File: config.mk
export PLATFORM = sky130hd
export DESIGN_NAME = bsc_ctrl_regs
export DESIGN_NICKNAME = d
export VERILOG_FILES = /design/src/logic/bsc_pkg.sv /design/src/logic/bsc_field_reg.sv /design/src/logic/bsc_ctrl_regs.sv
export SDC_FILE = /design/constraint.sdc
export NUM_CORES = 1
export LEC_CHECK = 0
export BUFFER_PORTS_ARGS = -buffer_cell sky130_fd_sc_hd__buf_2
export CAP_MARGIN = 5
export CORE_UTILIZATION = 50
export CTS_CLUSTER_DIAMETER = 30
export DETAILED_ROUTE_END_ITERATION = 6
export GPL_ROUTABILITY_DRIVEN = 0
export PLACE_DENSITY = 0.77
export SLEW_MARGIN = 25
export SYNTH_ARGS = -nofsm -noshare
export SYNTH_HDL_FRONTEND = slang
export SYNTH_SLANG_ARGS = --single-unit
File: constraint.sdc
create_clock -name i_mclk -period 3.9 [get_ports i_mclk]
set_input_delay 0.39 -clock i_mclk [delete_from_list [all_inputs] [get_ports i_mclk]]
set_output_delay 0.39 -clock i_mclk [all_outputs]
set_load 0.05 [all_outputs]
File: src/logic/bsc_pkg.sv
`default_nettype none

// ****************************************************************
// Shared constants for the audio control register group
// ****************************************************************
package bsc_pkg;

    // Control-bus subaddress and register addresses
    localparam logic [7:0]  SUBADDR_AUDIO_WR    = 8'h12;
    localparam logic [15:0] REG_LINE_OUT1_VOL   = 16'h0007;
    localparam logic [15:0] REG_SWITCH_PINS     = 16'h0013;
    localparam logic [15:0] REG_BEEP_TONE       = 16'h0014;
    localparam logic [15:0] REG_LINE_OUT2_VOL   = 16'h0040;
    localparam logic [15:0] REG_BASS_CEILING    = 16'h0069;
    localparam logic [15:0] REG_BASS_HARMONIC   = 16'h006A;
    localparam logic [15:0] REG_BASS_UPPER_CORN = 16'h006B;
    localparam logic [15:0] REG_BASS_LOWER_CORN = 16'h006C;

    // Field positions
    localparam int unsigned HI_MSB    = 15;
    localparam int unsigned HI_LSB    = 8;
    localparam int unsigned FINE_MSB  = 7;
    localparam int unsigned FINE_LSB  = 5;
    localparam int unsigned PIN1_BIT  = 15;
    localparam int unsigned PIN0_BIT  = 14;
    localparam int unsigned SW_MSB    = 13;
    localparam int unsigned SW_LSB    = 5;
    localparam int unsigned LO_MSB    = 7;
    localparam int unsigned LO_LSB    = 0;

    // Ceiling, harmonic and beep volume limits
    localparam logic signed [7:0] CEIL_MIN_DBFS = 8'shE0;
    localparam logic signed [7:0] CEIL_MAX_DBFS = 8'sh00;
    localparam logic [7:0]        HARM_MAX      = 8'h7F;
    localparam logic [7:0]        BEEP_VOL_MAX  = 8'h7F;

    // Corner frequency codes, 10 Hz per step
    localparam logic [7:0] UPPER_CODE_MIN = 8'h05;
    localparam logic [7:0] LOWER_CODE_MIN = 8'h03;
    localparam logic [7:0] CORNER_CODE_MAX = 8'h1E;
    localparam logic [8:0] HZ_PER_STEP    = 9'h00A;

    // Line-output volume codes
    localparam logic [7:0]        VOL_MUTE_CODE = 8'h00;
    localparam logic signed [8:0] VOL_ZERO_DB   = 9'sh073;

    // Reset values of the decoded fields
    localparam logic signed [11:0] LINE_GAIN_RST  = 12'sh000;
    localparam logic [8:0]         UPPER_HZ_RST   = 9'h032;
    localparam logic [8:0]         LOWER_HZ_RST   = 9'h01E;

    // Limiter: largest gain cut in dB
    localparam logic [5:0] LIM_CUT_MAX = 6'h20;

    // Source choices of the analog switch matrix
    typedef enum logic [2:0] {
        SRC_IN1  = 3'b000,
        SRC_IN2  = 3'b001,
        SRC_IN3  = 3'b010,
        SRC_IN4  = 3'b011,
        SRC_MONO = 3'b100,
        SRC_DAC1 = 3'b101,
        SRC_DAC2 = 3'b110,
        SRC_MUTE = 3'b111
    } bsc_src_type;

endpackage

`default_nettype wire

File: src/logic/bsc_field_reg.sv
`default_nettype none

// ****************************************************************
// One decoded control field, loaded whole in a single edge
// ****************************************************************
module bsc_field_reg #(
    parameter int unsigned            WIDTH     = 8,
    parameter logic [WIDTH-1:0]       RESET_VAL = '0
) (
    // Clock and reset
    input  wire logic             i_mclk,
    input  wire logic             i_rst,
    // Load strobe and decoded value
    input  wire logic             i_load,
    input  wire logic [WIDTH-1:0] i_data,
    // Held field
    output logic      [WIDTH-1:0] o_q
);

    logic [WIDTH-1:0] field_d;
    logic [WIDTH-1:0] field_q;

    // Whole field replaced at once, never piecewise
    always_comb begin
        field_d = i_load ? i_data : field_q;
    end

    // Field storage
    always_ff @(posedge i_mclk or posedge i_rst) begin
        if (i_rst) begin
            field_q <= RESET_VAL;
        end else begin
            field_q <= field_d;
        end
    end

    assign o_q = field_q;

endmodule // bsc_field_reg

`default_nettype wire

File: src/logic/bsc_ctrl_regs.sv
// Summary of operation
// - Register writes on subaddress 0x12 carry a register address and 16-bit word.
// - Ceiling bits 15:8 give 1 dBFS steps, 0x00 is 0, down to 0xE0 -32.
// - Enhancer gain is lowered automatically while its output exceeds the ceiling.
// - Harmonic ratio bits 15:8: 0x00 none, 0x3F half, 0x7F harmonics only.
// - Harmonics are generated only below the programmed lower corner.
// - Upper corner code 5 to 30 in 10 Hz units, 50 to 300 Hz.
// - Lower corner code 3 to 30 in 10 Hz units, 30 to 300 Hz.
// - Line volume bits 15:8 in 1 dB steps, 0x73 is 0 dB, 0x00 mutes.
// - Line volume bits 7:5 add 0.125 dB per step on top.
// - Switch bits 15 and 14 drive pins 1 and 0 while mode bit 3 is low.
// - DSP input selector decodes pattern xxxxABxxC of bits 13:5.
// - Line output 1 selector decodes pattern xxABxxxCx of bits 13:5.
// - Line output 2 selector decodes pattern ABxxxxCxx of bits 13:5.
// - Reset switch positions apply at first write, or that write replaces them.
// - Beep volume bits 15:8 (0 off, 0x7F max), frequency bits 7:0.
`default_nettype none

module bsc_ctrl_regs #(
    parameter int unsigned RELEASE_DIV = 64
) (
    // Clock and reset
    input  wire logic              i_mclk,
    input  wire logic              i_rst,
    // Decoded control-bus write
    input  wire logic              i_wr_stb,
    input  wire logic [7:0]        i_wr_subaddr,
    input  wire logic [15:0]       i_wr_regaddr,
    input  wire logic [15:0]       i_wr_data,
    // Operating mode and enhancer level feedback
    input  wire logic              i_mode_bit3,
    input  wire logic              i_clip_dynamic,
    input  wire logic              i_bass_level_stb,
    input  wire logic signed [7:0] i_bass_level_dbfs,
    // Bass enhancer settings
    output logic signed [7:0]      o_bass_ceiling_dbfs,
    output logic [5:0]             o_bass_gain_cut_db,
    output logic [6:0]             o_bass_harmonic_ratio,
    output logic [8:0]             o_bass_upper_corner_hz,
    output logic [8:0]             o_bass_lower_corner_hz,
    // Line output volumes, eighth-dB units
    output logic signed [11:0]     o_line1_gain,
    output logic                   o_line1_mute,
    output logic signed [11:0]     o_line2_gain,
    output logic                   o_line2_mute,
    // Switch matrix and digital pins
    output logic                   o_switch_active,
    output logic [2:0]             o_dsp_in_sel,
    output logic [2:0]             o_line1_sel,
    output logic [2:0]             o_line2_sel,
    output logic                   o_gp_out_pin1,
    output logic                   o_gp_out_pin0,
    output logic                   o_gp_out_oe,
    // Beeper
    output logic [6:0]             o_beep_volume,
    output logic [7:0]             o_beep_freq
);

    // ****************************************************************
    // Write decode
    // ****************************************************************
    logic wr_hit;
    logic ld_ceil, ld_harm, ld_upper, ld_lower, ld_vol1, ld_vol2, ld_sw, ld_beep;
    logic [7:0] hi_byte;
    logic [8:0] sw_bits;

    assign wr_hit  = i_wr_stb && (i_wr_subaddr == bsc_pkg::SUBADDR_AUDIO_WR);
    assign hi_byte = i_wr_data[bsc_pkg::HI_MSB:bsc_pkg::HI_LSB];
    assign sw_bits = i_wr_data[bsc_pkg::SW_MSB:bsc_pkg::SW_LSB];

    // Unknown addresses on this subaddress are dropped
    always_comb begin
        ld_ceil  = 1'b0;
        ld_harm  = 1'b0;
        ld_upper = 1'b0;
        ld_lower = 1'b0;
        ld_vol1  = 1'b0;
        ld_vol2  = 1'b0;
        ld_sw    = 1'b0;
        ld_beep  = 1'b0;
        if (!wr_hit) begin
            ld_ceil = 1'b0;
        end else if (i_wr_regaddr == bsc_pkg::REG_BASS_CEILING) begin
            ld_ceil = 1'b1;
        end else if (i_wr_regaddr == bsc_pkg::REG_BASS_HARMONIC) begin
            ld_harm = 1'b1;
        end else if (i_wr_regaddr == bsc_pkg::REG_BASS_UPPER_CORN) begin
            ld_upper = 1'b1;
        end else if (i_wr_regaddr == bsc_pkg::REG_BASS_LOWER_CORN) begin
            ld_lower = 1'b1;
        end else if (i_wr_regaddr == bsc_pkg::REG_LINE_OUT1_VOL) begin
            ld_vol1 = 1'b1;
        end else if (i_wr_regaddr == bsc_pkg::REG_LINE_OUT2_VOL) begin
            ld_vol2 = 1'b1;
        end else if (i_wr_regaddr == bsc_pkg::REG_SWITCH_PINS) begin
            ld_sw = 1'b1;
        end else if (i_wr_regaddr == bsc_pkg::REG_BEEP_TONE) begin
            ld_beep = 1'b1;
        end
    end

    // ****************************************************************
    // Value decoders
    // ****************************************************************

    // Codes 0x01..0x7F and below 0xE0 are out of range and clamp
    function automatic logic signed [7:0] dec_ceiling(input logic [7:0] code);
        logic signed [7:0] s;
        s = $signed(code);
        if (s > bsc_pkg::CEIL_MAX_DBFS) begin
            return bsc_pkg::CEIL_MAX_DBFS;
        end else if (s < bsc_pkg::CEIL_MIN_DBFS) begin
            return bsc_pkg::CEIL_MIN_DBFS;
        end
        return s;
    endfunction

    // Corner code clamped to its legal range, then scaled to Hz
    function automatic logic [8:0] dec_corner(input logic [7:0] code, input logic [7:0] lo);
        logic [7:0] c;
        c = code;
        if (c < lo) begin
            c = lo;
        end else if (c > bsc_pkg::CORNER_CODE_MAX) begin
            c = bsc_pkg::CORNER_CODE_MAX;
        end
        return {1'b0, c} * bsc_pkg::HZ_PER_STEP;
    endfunction

    // Coarse step times eight plus fine step, relative to 0 dB
    function automatic logic signed [11:0] dec_gain(input logic [7:0] coarse, input logic [2:0] fine);
        logic signed [8:0] diff;
        diff = $signed({1'b0, coarse}) - bsc_pkg::VOL_ZERO_DB;
        return {diff, fine};
    endfunction

    function automatic logic [2:0] dec_dsp(input logic [8:0] s);
        case ({s[4], s[3], s[0]})
            3'b000:  return bsc_pkg::SRC_IN1;
            3'b010:  return bsc_pkg::SRC_MONO;
            3'b100:  return bsc_pkg::SRC_IN2;
            3'b110:  return bsc_pkg::SRC_IN3;
            3'b001:  return bsc_pkg::SRC_IN4;
            default: return bsc_pkg::SRC_MUTE; // Undefined codes mute, the safe choice
        endcase
    endfunction

    function automatic logic [2:0] dec_line1(input logic [8:0] s);
        case ({s[6], s[5], s[1]})
            3'b000:  return bsc_pkg::SRC_IN3;
            3'b010:  return bsc_pkg::SRC_IN2;
            3'b100:  return bsc_pkg::SRC_MONO;
            3'b110:  return bsc_pkg::SRC_DAC1;
            3'b001:  return bsc_pkg::SRC_DAC2;
            3'b011:  return bsc_pkg::SRC_IN1;
            3'b101:  return bsc_pkg::SRC_IN4;
            default: return bsc_pkg::SRC_MUTE;
        endcase
    endfunction

    function automatic logic [2:0] dec_line2(input logic [8:0] s);
        case ({s[8], s[7], s[2]})
            3'b000:  return bsc_pkg::SRC_DAC1;
            3'b010:  return bsc_pkg::SRC_IN1;
            3'b100:  return bsc_pkg::SRC_MONO;
            3'b110:  return bsc_pkg::SRC_MUTE;
            3'b001:  return bsc_pkg::SRC_DAC2;
            3'b011:  return bsc_pkg::SRC_IN2;
            3'b101:  return bsc_pkg::SRC_IN3;
            default: return bsc_pkg::SRC_IN4;
        endcase
    endfunction

    // ****************************************************************
    // Field storage, each decoded before it is stored
    // ****************************************************************
    logic [7:0] harm_clip;
    logic [7:0] beep_clip;
    assign harm_clip = (hi_byte > bsc_pkg::HARM_MAX) ? bsc_pkg::HARM_MAX : hi_byte;
    assign beep_clip = (hi_byte > bsc_pkg::BEEP_VOL_MAX) ? bsc_pkg::BEEP_VOL_MAX : hi_byte;

    bsc_field_reg #(.WIDTH(8), .RESET_VAL(bsc_pkg::CEIL_MAX_DBFS)) u_ceil (
        .i_mclk (i_mclk),
        .i_rst  (i_rst),
        .i_load (ld_ceil),
        .i_data (dec_ceiling(hi_byte)),
        .o_q    (o_bass_ceiling_dbfs)
    );

    bsc_field_reg #(.WIDTH(7), .RESET_VAL(7'h00)) u_harm (
        .i_mclk (i_mclk),
        .i_rst  (i_rst),
        .i_load (ld_harm),
        .i_data (harm_clip[6:0]),
        .o_q    (o_bass_harmonic_ratio)
    );

    bsc_field_reg #(.WIDTH(9), .RESET_VAL(bsc_pkg::UPPER_HZ_RST)) u_upper (
        .i_mclk (i_mclk),
        .i_rst  (i_rst),
        .i_load (ld_upper),
        .i_data (dec_corner(hi_byte, bsc_pkg::UPPER_CODE_MIN)),
        .o_q    (o_bass_upper_corner_hz)
    );

    // Also the top frequency of which harmonics are made
    bsc_field_reg #(.WIDTH(9), .RESET_VAL(bsc_pkg::LOWER_HZ_RST)) u_lower (
        .i_mclk (i_mclk),
        .i_rst  (i_rst),
        .i_load (ld_lower),
        .i_data (dec_corner(hi_byte, bsc_pkg::LOWER_CODE_MIN)),
        .o_q    (o_bass_lower_corner_hz)
    );

    // Gain and mute stored together so the mixer never sees them split
    bsc_field_reg #(.WIDTH(13), .RESET_VAL({1'b1, bsc_pkg::LINE_GAIN_RST})) u_vol1 (
        .i_mclk (i_mclk),
        .i_rst  (i_rst),
        .i_load (ld_vol1),
        .i_data ({hi_byte == bsc_pkg::VOL_MUTE_CODE,
                  dec_gain(hi_byte, i_wr_data[bsc_pkg::FINE_MSB:bsc_pkg::FINE_LSB])}),
        .o_q    ({o_line1_mute, o_line1_gain})
    );

    bsc_field_reg #(.WIDTH(13), .RESET_VAL({1'b1, bsc_pkg::LINE_GAIN_RST})) u_vol2 (
        .i_mclk (i_mclk),
        .i_rst  (i_rst),
        .i_load (ld_vol2),
        .i_data ({hi_byte == bsc_pkg::VOL_MUTE_CODE,
                  dec_gain(hi_byte, i_wr_data[bsc_pkg::FINE_MSB:bsc_pkg::FINE_LSB])}),
        .o_q    ({o_line2_mute, o_line2_gain})
    );

    // Pins and all three selectors move on the same edge
    bsc_field_reg #(.WIDTH(11),
                    .RESET_VAL({2'b00, bsc_pkg::SRC_IN1, bsc_pkg::SRC_IN3, bsc_pkg::SRC_DAC1})) u_sw (
        .i_mclk (i_mclk),
        .i_rst  (i_rst),
        .i_load (ld_sw),
        .i_data ({i_wr_data[bsc_pkg::PIN1_BIT], i_wr_data[bsc_pkg::PIN0_BIT],
                  dec_dsp(sw_bits), dec_line1(sw_bits), dec_line2(sw_bits)}),
        .o_q    ({o_gp_out_pin1, o_gp_out_pin0, o_dsp_in_sel, o_line1_sel, o_line2_sel})
    );

    bsc_field_reg #(.WIDTH(15), .RESET_VAL(15'h0000)) u_beep (
        .i_mclk (i_mclk),
        .i_rst  (i_rst),
        .i_load (ld_beep),
        .i_data ({beep_clip[6:0], i_wr_data[bsc_pkg::LO_MSB:bsc_pkg::LO_LSB]}),
        .o_q    ({o_beep_volume, o_beep_freq})
    );

    // ****************************************************************
    // First-write switch activation, pin drive and limiter
    // ****************************************************************
    localparam int unsigned REL_W = $clog2(RELEASE_DIV + 1);

    logic             active_d, active_q;
    logic             oe_d, oe_q;
    logic [5:0]       cut_d, cut_q;
    logic [REL_W-1:0] rel_d, rel_q;
    logic             rel_tick;

    // Release is slow on purpose: fast release would pump the bass
    assign rel_tick = (rel_q == REL_W'(RELEASE_DIV - 1));

    // Switch matrix inert until any audio write; a first switch write there wins
    always_comb begin
        active_d = active_q | wr_hit;
        oe_d     = ~i_mode_bit3;
        cut_d    = cut_q;
        rel_d    = rel_q;
        if (i_bass_level_stb && i_clip_dynamic) begin
            if (i_bass_level_dbfs > o_bass_ceiling_dbfs) begin
                rel_d = '0;
                if (cut_q != bsc_pkg::LIM_CUT_MAX) begin
                    cut_d = cut_q + 6'd1;
                end
            end else begin
                rel_d = rel_tick ? '0 : rel_q + REL_W'(1);
                if (rel_tick && (cut_q != 6'd0)) begin
                    cut_d = cut_q - 6'd1;
                end
            end
        end else if (!i_clip_dynamic) begin
            cut_d = '0;
            rel_d = '0;
        end
    end

    // State registers of this group
    always_ff @(posedge i_mclk or posedge i_rst) begin
        if (i_rst) begin
            active_q <= 1'b0;
            oe_q     <= 1'b0;
            cut_q    <= '0;
            rel_q    <= '0;
        end else begin
            active_q <= active_d;
            oe_q     <= oe_d;
            cut_q    <= cut_d;
            rel_q    <= rel_d;
        end
    end

    assign o_switch_active    = active_q;
    assign o_gp_out_oe        = oe_q;
    assign o_bass_gain_cut_db = cut_q;

endmodule // bsc_ctrl_regs

`default_nettype wire

* Word level (Yosys, flattened, before mapping)
Index checks and enable logic that the tools add are counted.
** Storage, ports and cells
- Word-level logic and storage cells :: 131
- Output and inout port bits :: 93
- Input port bits :: 54
- Flip-flop bits (word level) :: 98
** Operators by class
- $mul :: 2
- Equal/unequal tests :: 30
- Bitwise operators :: 2
- Reductions and logical operators :: 9
- Muxes and demuxes :: 65
- $add $sub $neg :: 4
- $lt $le $gt $ge :: 7
** Operator list (number)
- equality test 16 x 7 -> 1 bit (second input constant) :: 5
- 2-to-1 mux 8 bit :: 6
- 2-to-1 mux 1 bit :: 46
- one-hot mux 3 bit (7 select lines) :: 2
- 2-to-1 mux 7 bit :: 5
- equality test 16 x 5 -> 1 bit (second input constant) :: 2
- 2-to-1 mux 6 bit :: 5
- equality test 3 bit (second input constant) :: 8
- equality test 16 x 3 -> 1 bit (second input constant) :: 1
- multiplier 8 x 3 -> 8 bit (second input constant) :: 2
- equality test 3 x 2 -> 1 bit (second input constant) :: 5
- one-hot mux 3 bit (5 select lines) :: 1
- equality test 3 x 1 -> 1 bit (second input constant) :: 3
- zero test 3 bit :: 3
- subtractor 8 x 7 -> 9 bit (second input constant) :: 1
- equality test 8 x 5 -> 1 bit (second input constant) :: 1
- > comparator 8 x 1 -> 1 bit (second input constant) :: 1
- > comparator 8 x 5 -> 1 bit (second input constant) :: 1
- > comparator 8 x 7 -> 1 bit (second input constant) :: 1
- > comparator 8 bit :: 1
- zero test 8 bit :: 1
- < comparator 8 x 2 -> 1 bit (second input constant) :: 1
- < comparator 8 x 3 -> 1 bit (second input constant) :: 1
- < comparator 8 x 6 -> 1 bit (second input constant) :: 1
- other kinds (13) :: 15

* Longest topological paths before layout
Gate-level depths: netlist (run 1).
- Depth in word-level cells :: 10
- Depth in mapped cells :: 14
- Gate-level depth less buffers :: 13

* By module
From an unflattened synthesis (run 1), not the netlist that was laid out.
** Unflattened totals
- Cells, all modules :: 447
- Area total of the unflattened synthesis :: 5621.6 µm²
** Modules (own cells, without submodules)
- bsc_ctrl_regs :: seq. area each 375.4 µm², instances 1, area an instance 2108.3 µm², cells each 260
- bsc_field_reg at u_vol1 ... :: seq. area each 326.6 µm², instances 2, area an instance 525.5 µm², cells each 28
- bsc_field_reg at u_beep :: seq. area each 375.4 µm², instances 1, area an instance 616.8 µm², cells each 33
- bsc_field_reg at u_sw :: seq. area each 279.0 µm², instances 1, area an instance 455.4 µm², cells each 24
- bsc_field_reg at u_lower :: seq. area each 230.2 µm², instances 1, area an instance 380.4 µm², cells each 20
- bsc_field_reg at u_upper :: seq. area each 229.0 µm², instances 1, area an instance 379.1 µm², cells each 20
- bsc_field_reg at u_ceil :: seq. area each 200.2 µm², instances 1, area an instance 335.3 µm², cells each 18
- bsc_field_reg at u_harm :: seq. area each 175.2 µm², instances 1, area an instance 295.3 µm², cells each 16

* Least setup slack after synthesis (run 1)
No wires, ideal clock.
- Kind :: reg-to-reg
- From :: register u_ceil.field_q[6], in the netlist u_ceil.o_q[6]
- To :: register cut_q[4], in the netlist o_bass_gain_cut_db[4]
- Buffers on the path :: 0
- Setup time :: 122 ps
- Stages on the path, launching flop included :: 13
- Period minus slack after synthesis :: 3316 ps
- Path slack :: 584 ps
- Required time :: 3778 ps
- Arrival :: 3195 ps
- Cells stage by stage :: dfrtp_1 > inv_1 > ha_1 > a2111oi_0 > a221oi_1 > nor2_1 > clkinv_1 > fa_1 > inv_1 > a21o_1 > a21oi_1 > xnor2_1 > a32o_1
** Between the ends
- Word-level cells in the longest chain between the ends :: 3
- Elaborated cells between the ends (all ways) :: 6
- Classes of those cells :: order compare: 1; eq/ne: 2; mux: 2; reduce/logical: 1
** Ends and longest elaborated chain
- from (decl) :: line bsc_field_reg.sv:21 : logic [WIDTH-1:0] field_q;
- from (signal assigned) :: line bsc_field_reg.sv:33 : field_q <= field_d;
- > comparator 8 bit * :: line bsc_ctrl_regs.sv:274 : if (i_bass_level_dbfs > o_bass_ceiling_dbfs) begin
- != test 3 x 2 -> 1 bit (no line) (tied with other cells)
- AND reduction 3 bit (no line) / 2-to-1 mux 6 bit (equally long branches)
- to (signal assigned) :: line bsc_ctrl_regs.sv:301 : cut_q <= cut_d;
- to (decl) :: line bsc_ctrl_regs.sv:260 : logic [5:0] cut_d, cut_q;
Every way passes the cells marked *; elsewhere a longest branch is shown, timed or not.
A chain may end at the register's enable or synchronous reset.

* Final worst setup path (run 1)
Ends and elaborated chain as after synthesis.

==> results.md, run 1 <==
- Outcome: complete, no violations
- Num CTS Buffers: 9
- Top-Level Pins: approximately 150
- Leading post-synthesis cells by cell area: dfrtp_1 (41%), ha_1 (8.1%), dfstp_2 (6.0%)
- Share of the core filled with cells: a little over three fifths
- Worst hold slack after final layout: 0.149 ns
- Vertical extent of the die: 104 um
- Slew at the pin with the worst max-slew slack: 0.841 ns
- Std-Cell Core Area: between 9000 and 10000 um2
- Insertion delay to the later sink of the worst-skew pair: roughly 0.36 ns
- GR Util All Layers: about a quarter
- # hold bufs at CTS: 1
- Syn Inst Count: 496
- Area delta synth->final: 19.4%
- Yosys synthesis warning count: 0
- Total of buffers placed on input and output ports: around 140
- Final Cycle Share: slightly below 90%
- Count of inserted antenna diode cells: 0
- NumNets Final: 729
- Via count: ~4200
- Final WL: 12.5 mm
- Post-layout min period: 3.48 ns
- Critical path start-end classification: flip-flop to flip-flop
- Final Max Slew Viols: 0
- Number of DRC violations after detailed routing: 0
- Wire length of the first global-routing pass: ~21 mm
- Clock-pin slew on the worst setup and hold paths: around 0.10 ns
- Arrival @ worst endpoint: 3.74 ns
- Max_cap viols: 0
- Yosys top cell by area: dfrtp_1
- Layer carrying the most global-route usage: met2
- Post-route setup slack: roughly 0.42 ns
- Count of filler cells inserted in the layout: 829
- CTS Buffer Depth: 2
- DRT iter0 DRCs: 207
- Sequential element share of the synthesized area: 47.1%
- Setup repair after global routing missed its margin: no
- Post-route ant nets: 0
- Sum of overflow across all layers after global routing: 0
- Starting utilization of the core area: around 53%
- Drt first pass iters: 7
- Sum of net half-perimeters after detailed placement: about 9.5 mm
- Share of flip-flops with an asynchronous set or reset after synthesis: between 90% and 100%
- Relative slew slack: between 40% and 50%
- Most frequent cell after synthesis: dfrtp_1
- # clock sinks: just under 100
- Cell Pwr Density: between 300 and 400 nW/um2
- Yosys reg bits: 98
- Final std cells w/o fill: approximately 780
- Setup tns final: 0 ns
- Critical path startpoint category: flip-flop
- Number of vias per cell after detailed routing: roughly 5.4
- TritonCTS clock tree: built
- Top cell type's share of synthesized area: 41.1%
- Grt met2 use: 41.6%
- Top cell types by occurrence after synthesis: dfrtp_1 (86), nand2_1 (58), o21ai_0 (52), ha_1 (34), nor2_1 (27)
- Leakage power total: about 0.0033 uW
- Critical Path RT: between 4 and 5 ns
- Average cell area after synthesis: ~11 um2
- Maximum operating frequency: about 290 MHz
- Leading register cell type out of synthesis: dfrtp_1
- Worst clock skew: 0.00488 ns
- Placement Setup Slack: roughly 0.40 ns
- Maximum vdd ir drop: 0.158 mV
- Number of enable flip-flop cells after synthesis: 0
- GRT met3 Usage: 4.70%
- Buffer cell driving the clock tree root: clkbuf_8
- Std-Cell Rows: 36
- Area of the mapped netlist: 5240 um2
- Proportion of layout cells with a drive suffix above 1: 35.1%
- Total Die Area: about 11000 um2
- Post-CTS setup buffer count: 0
- Number of endpoints with negative hold slack in the final report: 0
- Met1 routing resource usage after global routing: roughly 30%
- CP Max Fanout: 7
- Antenna violations before repair: 0
- Routed length per placed instance: 16.1 um
- Worst min path class: input port to flip-flop
- Via count of the first global-routing pass: around 4300
- Number of gates resized after cts: 0
- Die boundary width: roughly 100 um
- CP endpoint kind: flip-flop
- Count of placed standard cells including taps: 759
- Distinct cells, synth: 55
- Largest net degree at the start of global routing: 44
- CTS H-Tree Depth: 3
- Setup Viol. Count Final: 0
power breakdown:
| part | internal [uW] | total [uW] | leakage (uW) | switching (uW) |
|---|---|---|---|---|
| combinational | 98.2 | 261 | 0.00189 | 163 |
| sequential | 1020 | 1030 | 0.00132 | 9.41 |
| clock | 242 | 623 | 0.0000886 | 381 |
| total | 1360 | 1920 | 0.00329 | 553 |
cells in the final DEF (no fill, tap or decap), types with 5 or more instances in the layout:
master,netlist,layout
buf_2,8,144
dfrtp_1,86,86
nand2_1,58,58
o21ai_0,52,52
ha_1,34,34
nor2_1,27,27
mux2_2,25,25
a21oi_1,21,21
inv_1,22,21
mux2_4,14,14
xnor2_1,12,12
dfstp_2,12,12
nand4_1,9,9
clkbuf_8,0,9
a21o_1,7,7
nor2b_1,7,7
nand2b_1,7,7
xor2_1,6,6
conb_1,1,6
nand3_1,5,5
buf_4,2,5
final cells by class:
class | count | area, um2 | area share (%)
clock buffer | 9 | 124 | 1.98
clock inverter | 7 | 57.6 | 0.921
inverter | 23 | 88.8 | 1.42
multi-input combinational | 356 | 2580 | 41.3
sequential | 98 | 2470 | 39.5
tap | 133 | 166 | 2.66
timing repair buffer | 150 | 768 | 12.3
path summary, 6_finish.rpt:
kind                                         end     startpoint  slack [ns]  depth (start not counted)
min in group asynchronous          u_beep.o_q[9]          i_rst        0.52                          3
hold reg to reg                      u_sw.o_q[4]    u_sw.o_q[4]        0.49                          2
max in group asynchronous         u_upper.o_q[5]          i_rst        2.52                          4
setup reg to reg           o_bass_gain_cut_db[4]  u_ceil.o_q[6]        0.42                         12
setup / recovery           o_bass_gain_cut_db[4]  u_ceil.o_q[6]        0.42                         12
hold / removal                       o_gp_out_oe    i_mode_bit3        0.15                          2
sequential cells by signal, indices dropped and copies added, names as in the netlist:
register and count:
u_beep.o_q 15, u_vol1.o_q 13, u_vol2.o_q 13, u_sw.o_q 11, u_ceil.o_q 8, u_lower.o_q 8
u_upper.o_q 8, rel_q 7, u_harm.o_q 7, o_bass_gain_cut_db 6, o_gp_out_oe 1, o_switch_active 1
cells by family after synthesis:
kind of cell / Yosys count / share of synthesized area, %
DFF: 98 / 47.1
xor gates and xnor gates: 18 / 3.01
other: 1 / 0.0716
AOI/OAI and AO/OA: 105 / 11.8
and+or+nand+nor: 147 / 14.6
muxes: 43 / 10.2
adders and majority gates: 37 / 9.27
buffers and inverters: 47 / 3.99
stage by stage:
stage / power, uW / instance area [um2]
after CTS: 1940 / 6250
after detailed placement: 1310 / 6060
after global placement: 1300 / 6060
after floorplan: 1230 / 5260
final: 1920 / 6250
after global routing: 2000 / 6250
critical path, cell delays in order (launching register included):
cell       delay [ns]
dfrtp_1          0.38
inv_1            0.06
ha_1             0.30
a2111oi_0        0.41
a221oi_1         0.23
nor2_1           0.47
clkinv_1         0.38
fa_1             0.49
inv_1            0.08
a21o_1           0.13
a21oi_1          0.08
xnor2_1          0.12
a32o_1           0.25
layer usage:
layer	routed length (um)	up-vias
met5	0	-
met4	198	0
li1	-	2011
met3	616	20
met1	5270	2046
met2	6410	122
Note: power is estimated with default switching activity, not from simulation.
==> inputs of run 2 (changes only) <==
- CORE_ASPECT_RATIO: not set -> 1.5
==> run 2 against run 1 <==
  * Non-clock buffer count is 1 lower
  * Register-to-register slack about the same
  * Sequential share of layout area down 0.38 points
  * Setup slack got worse by 0.0016 ns
  * Flip-flop and latch count is the same
  * Cell count down 2.2%
  * Critical path type unchanged
  * Critical endpoint unchanged
  * Largest cell class unchanged
  * Largest power group unchanged
  * Highest routed layer unchanged
==> results.md, run 2 (same netlist as run 1, synthesis figures left out) <==
- Outcome: complete, no violations
- Max_cap viols: 0 (unchanged)
- Largest net degree at the start of global routing: 72 (+64%)
- Hold Path Origin: i_mode_bit3
- Worst clock skew: 0.00623 ns (+0.00135 ns)
- Setup repair after global routing missed its margin: no
- CP Max Fanout: 7 (unchanged)
- # hold bufs at CTS: 0 (-1)
- Worst reg2reg setup slack: 0.42 ns (about the same)
- NumNets Final: 728 (-0.14%)
- Crit path largest cell delay: 0.50 ns (about the same)
- Die boundary width: 85.6 um (-18%)
- Wire length of the first global-routing pass: 20.8 mm (-0.49%)
- Final total power: 2120 uW (+11%)
- Via count of the first global-routing pass: 4341 (+1.1%)
- Std-Cell Core Area: 10100 um2 (+1.8%)
- Final WL: 12.9 mm (+3.1%)
- Placed Instance Area: 6040 um2 (-0.33%)
- Post-route cell area: 6310 um2 (+0.96%)
- CTS H-Tree Depth: 3 (unchanged)
- Clk pwr share: 38.9% (+6.4 points)
- Sum of net half-perimeters after detailed placement: 9.66 mm (+2.1%)
- Final Max Slew Viols: 0 (unchanged)
- Number of vias per cell after detailed routing: 5.59 (+3.4%)
- Antenna violations before repair: 0 (unchanged)
- Clock-pin slew on the worst setup and hold paths: 0.07 ns (-0.03 ns)
- Reg2reg start: u_ceil.o_q[7]
- Vertical extent of the die: 127 um (+22%)
- Sum of overflow across all layers after global routing: 0 (unchanged)
- Destination of the worst hold path: o_gp_out_oe
- Proportion of layout cells with a drive suffix above 1: 35.0% (-0.10 points)
- Number of DRC violations after detailed routing: 0 (unchanged)
- Starting utilization of the core area: 51.7% (-0.94 points)
- CP endpoint kind: flip-flop
- Count of inserted antenna diode cells: 0 (unchanged)
- Setup tns final: 0 ns (unchanged)
- Std-Cell Rows: 45 (+25%)
- Top library cells by usage in the layout, fill and taps aside: buf_2 (144), dfrtp_1 (86), nand2_1 (58)
- Num CTS Buffers: 9 (unchanged)
- Buffer cell driving the clock tree root: clkbuf_16
- Total of buffers placed on input and output ports: 144 (unchanged)
- Via count: 4245 (+1.1%)
- Final Cycle Share: 89.2% (about the same)
- Flip-flop count of the largest register after layout: 15 (unchanged)
- Critical Path Most Common Cell: inv_1
- Leakage power total: 0.00333 uW (+1.3%)
- Worst min path class: input port to flip-flop
- Critical path startpoint category: flip-flop
- Internal power contribution: 1560 uW (+14%)
- Relative slew slack: 41.8% (-2.0 points)
- Post-layout min period: 3.48 ns (+0.00157 ns)
- Cell type of the slowest stage on the worst timing path: fa_1
- Number of endpoints with negative hold slack in the final report: 0 (unchanged)
- Area delta synth->final: 20.5%
- Cell Pwr Density: 336 nW/um2 (+9.7%)
- Worst-path cell chain: inv_1, ha_1, inv_1, a2111oi_0, a221oi_1, nor2_1, clkinv_1, fa_1, inv_1, a21o_1, a21oi_1, xnor2_1, a32o_1
- GR Util All Layers: 24.6% (+0.64 points)
- R2R depth: 13 (+1)
- Switch share: 26.6% (-2.2 points)
- Commonest non-fill, non-tap cell in the layout: buf_2
- WHS Path Cells: 2 (unchanged)
- Critical Path RT: 4.13 ns (-0.03 ns)
- Share of total power in combinational logic: 12.4% (-1.2 points)
- CTS Buffer Depth: 2 (unchanged)
- Post-CTS setup buffer count: 0 (unchanged)
- Routed length per placed instance: 17.0 um (+5.4%)
- Arrival @ worst endpoint: 3.71 ns (-0.03 ns)
- TritonCTS clock tree: built
- Switching power summed over all nets: 565 uW (+2.2%)
- Number of gates resized after cts: 0 (unchanged)
- Share of power burned in registers: 48.7% (-5.2 points)
- Top-Level Pins: 147 (unchanged)
- Slew at the pin with the worst max-slew slack: 0.873 ns (+0.0328 ns)
- # clock sinks: 98 (unchanged)
- Post-route ant nets: 0 (unchanged)
- DRT iter0 DRCs: 184 (-11%)
- Drt first pass iters: 5 (-2)
- Critical path start-end classification: flip-flop to flip-flop
- Maximum operating frequency: 287 MHz (about the same)
- Maximum vdd ir drop: 0.284 mV (+80%)
- Insertion delay to the later sink of the worst-skew pair: 0.34 ns (-0.02 ns)
- Total Die Area: 10900 um2 (about the same)
- Setup Viol. Count Final: 0 (unchanged)
- Destination of the worst register-to-register timing path: o_bass_gain_cut_db[4]
==> run 2: cell count changes in the layout (fill, tap and decap cells not counted), sizes merged <==
cell and delta:
inv -2, dlygate4sd3 -1, clkbuf +1, clkinvlp -1
clkinv +2
==> run 2: power by group through the flow <==
stage               Clock [uW]  Sequential (uW)  Combinational [uW]
CTS                        843             1030                 263
global route               882             1030                 289
floorplan                    0             1070                 154
finish                     826             1030                 264
global placement             0             1050                 249
detailed placement           0             1050                 262
==> run 2: per-stage QoR <==
| stage | util [%] | std cells | hold slack (ns) | setup slack (ns) |
|---|---|---|---|---|
| floorplan | - | 501 | 0.449 | 0.584 |
| global placement | 59.6 | 743 | 0.457 | 0.560 |
| detailed placement | 59.6 | 743 | 0.466 | 0.372 |
| CTS | 62.3 | 759 | 0.177 | 0.449 |
| global route | 62.3 | 759 | 0.182 | 0.229 |
| finish | 62.3 | 759 | 0.183 | 0.421 |
==> run 2: worst max-delay path by stage <==
stage | startpoint | endpoint | slack [ns] | cells after the start
6_report | u_ceil.o_q[7] | o_bass_gain_cut_db[4] | 0.42 | 13
5_1_grt | u_ceil.o_q[7] | o_bass_gain_cut_db[4] | 0.23 | 13
4_1_cts | u_ceil.o_q[7] | o_bass_gain_cut_db[4] | 0.45 | 13
3_5_place_dp | i_bass_level_dbfs[6] | o_bass_gain_cut_db[4] | 0.37 | 12
3_3_place_gp | i_bass_level_dbfs[6] | o_bass_gain_cut_db[4] | 0.56 | 12
2_1_floorplan | u_ceil.o_q[6] | o_bass_gain_cut_db[4] | 0.58 | 12
==> run 2: worst max-delay path: cells and delay by family, from the launching register on <==
family,cells,cell delay (ns)
compound gates,5,1.04
xor+xnor,1,0.13
fa+ha+maj,2,0.81
buf+inv,4,0.55
flops,1,0.37
simple gates,1,0.45
==> run 2: routing by layer <==
layer	GRT usage [%]	vias to the layer above	part of all wire, %
li1	-	2010	-
met1	27.4	2089	40
met2	45.5	125	54
met3	4.59	21	4.1
met4	9.80	0	2.3
met5	0	-	0
==> run 2: area by class of cell <==
cell class | count | area, um2
fill | 842 | 3820
clock buffer | 10 | 229
timing repair buffer | 149 | 758
sequential | 98 | 2470
multi-input combinational | 356 | 2580
clock inverter | 6 | 42.5
tap | 117 | 146
inverter | 23 | 88.8
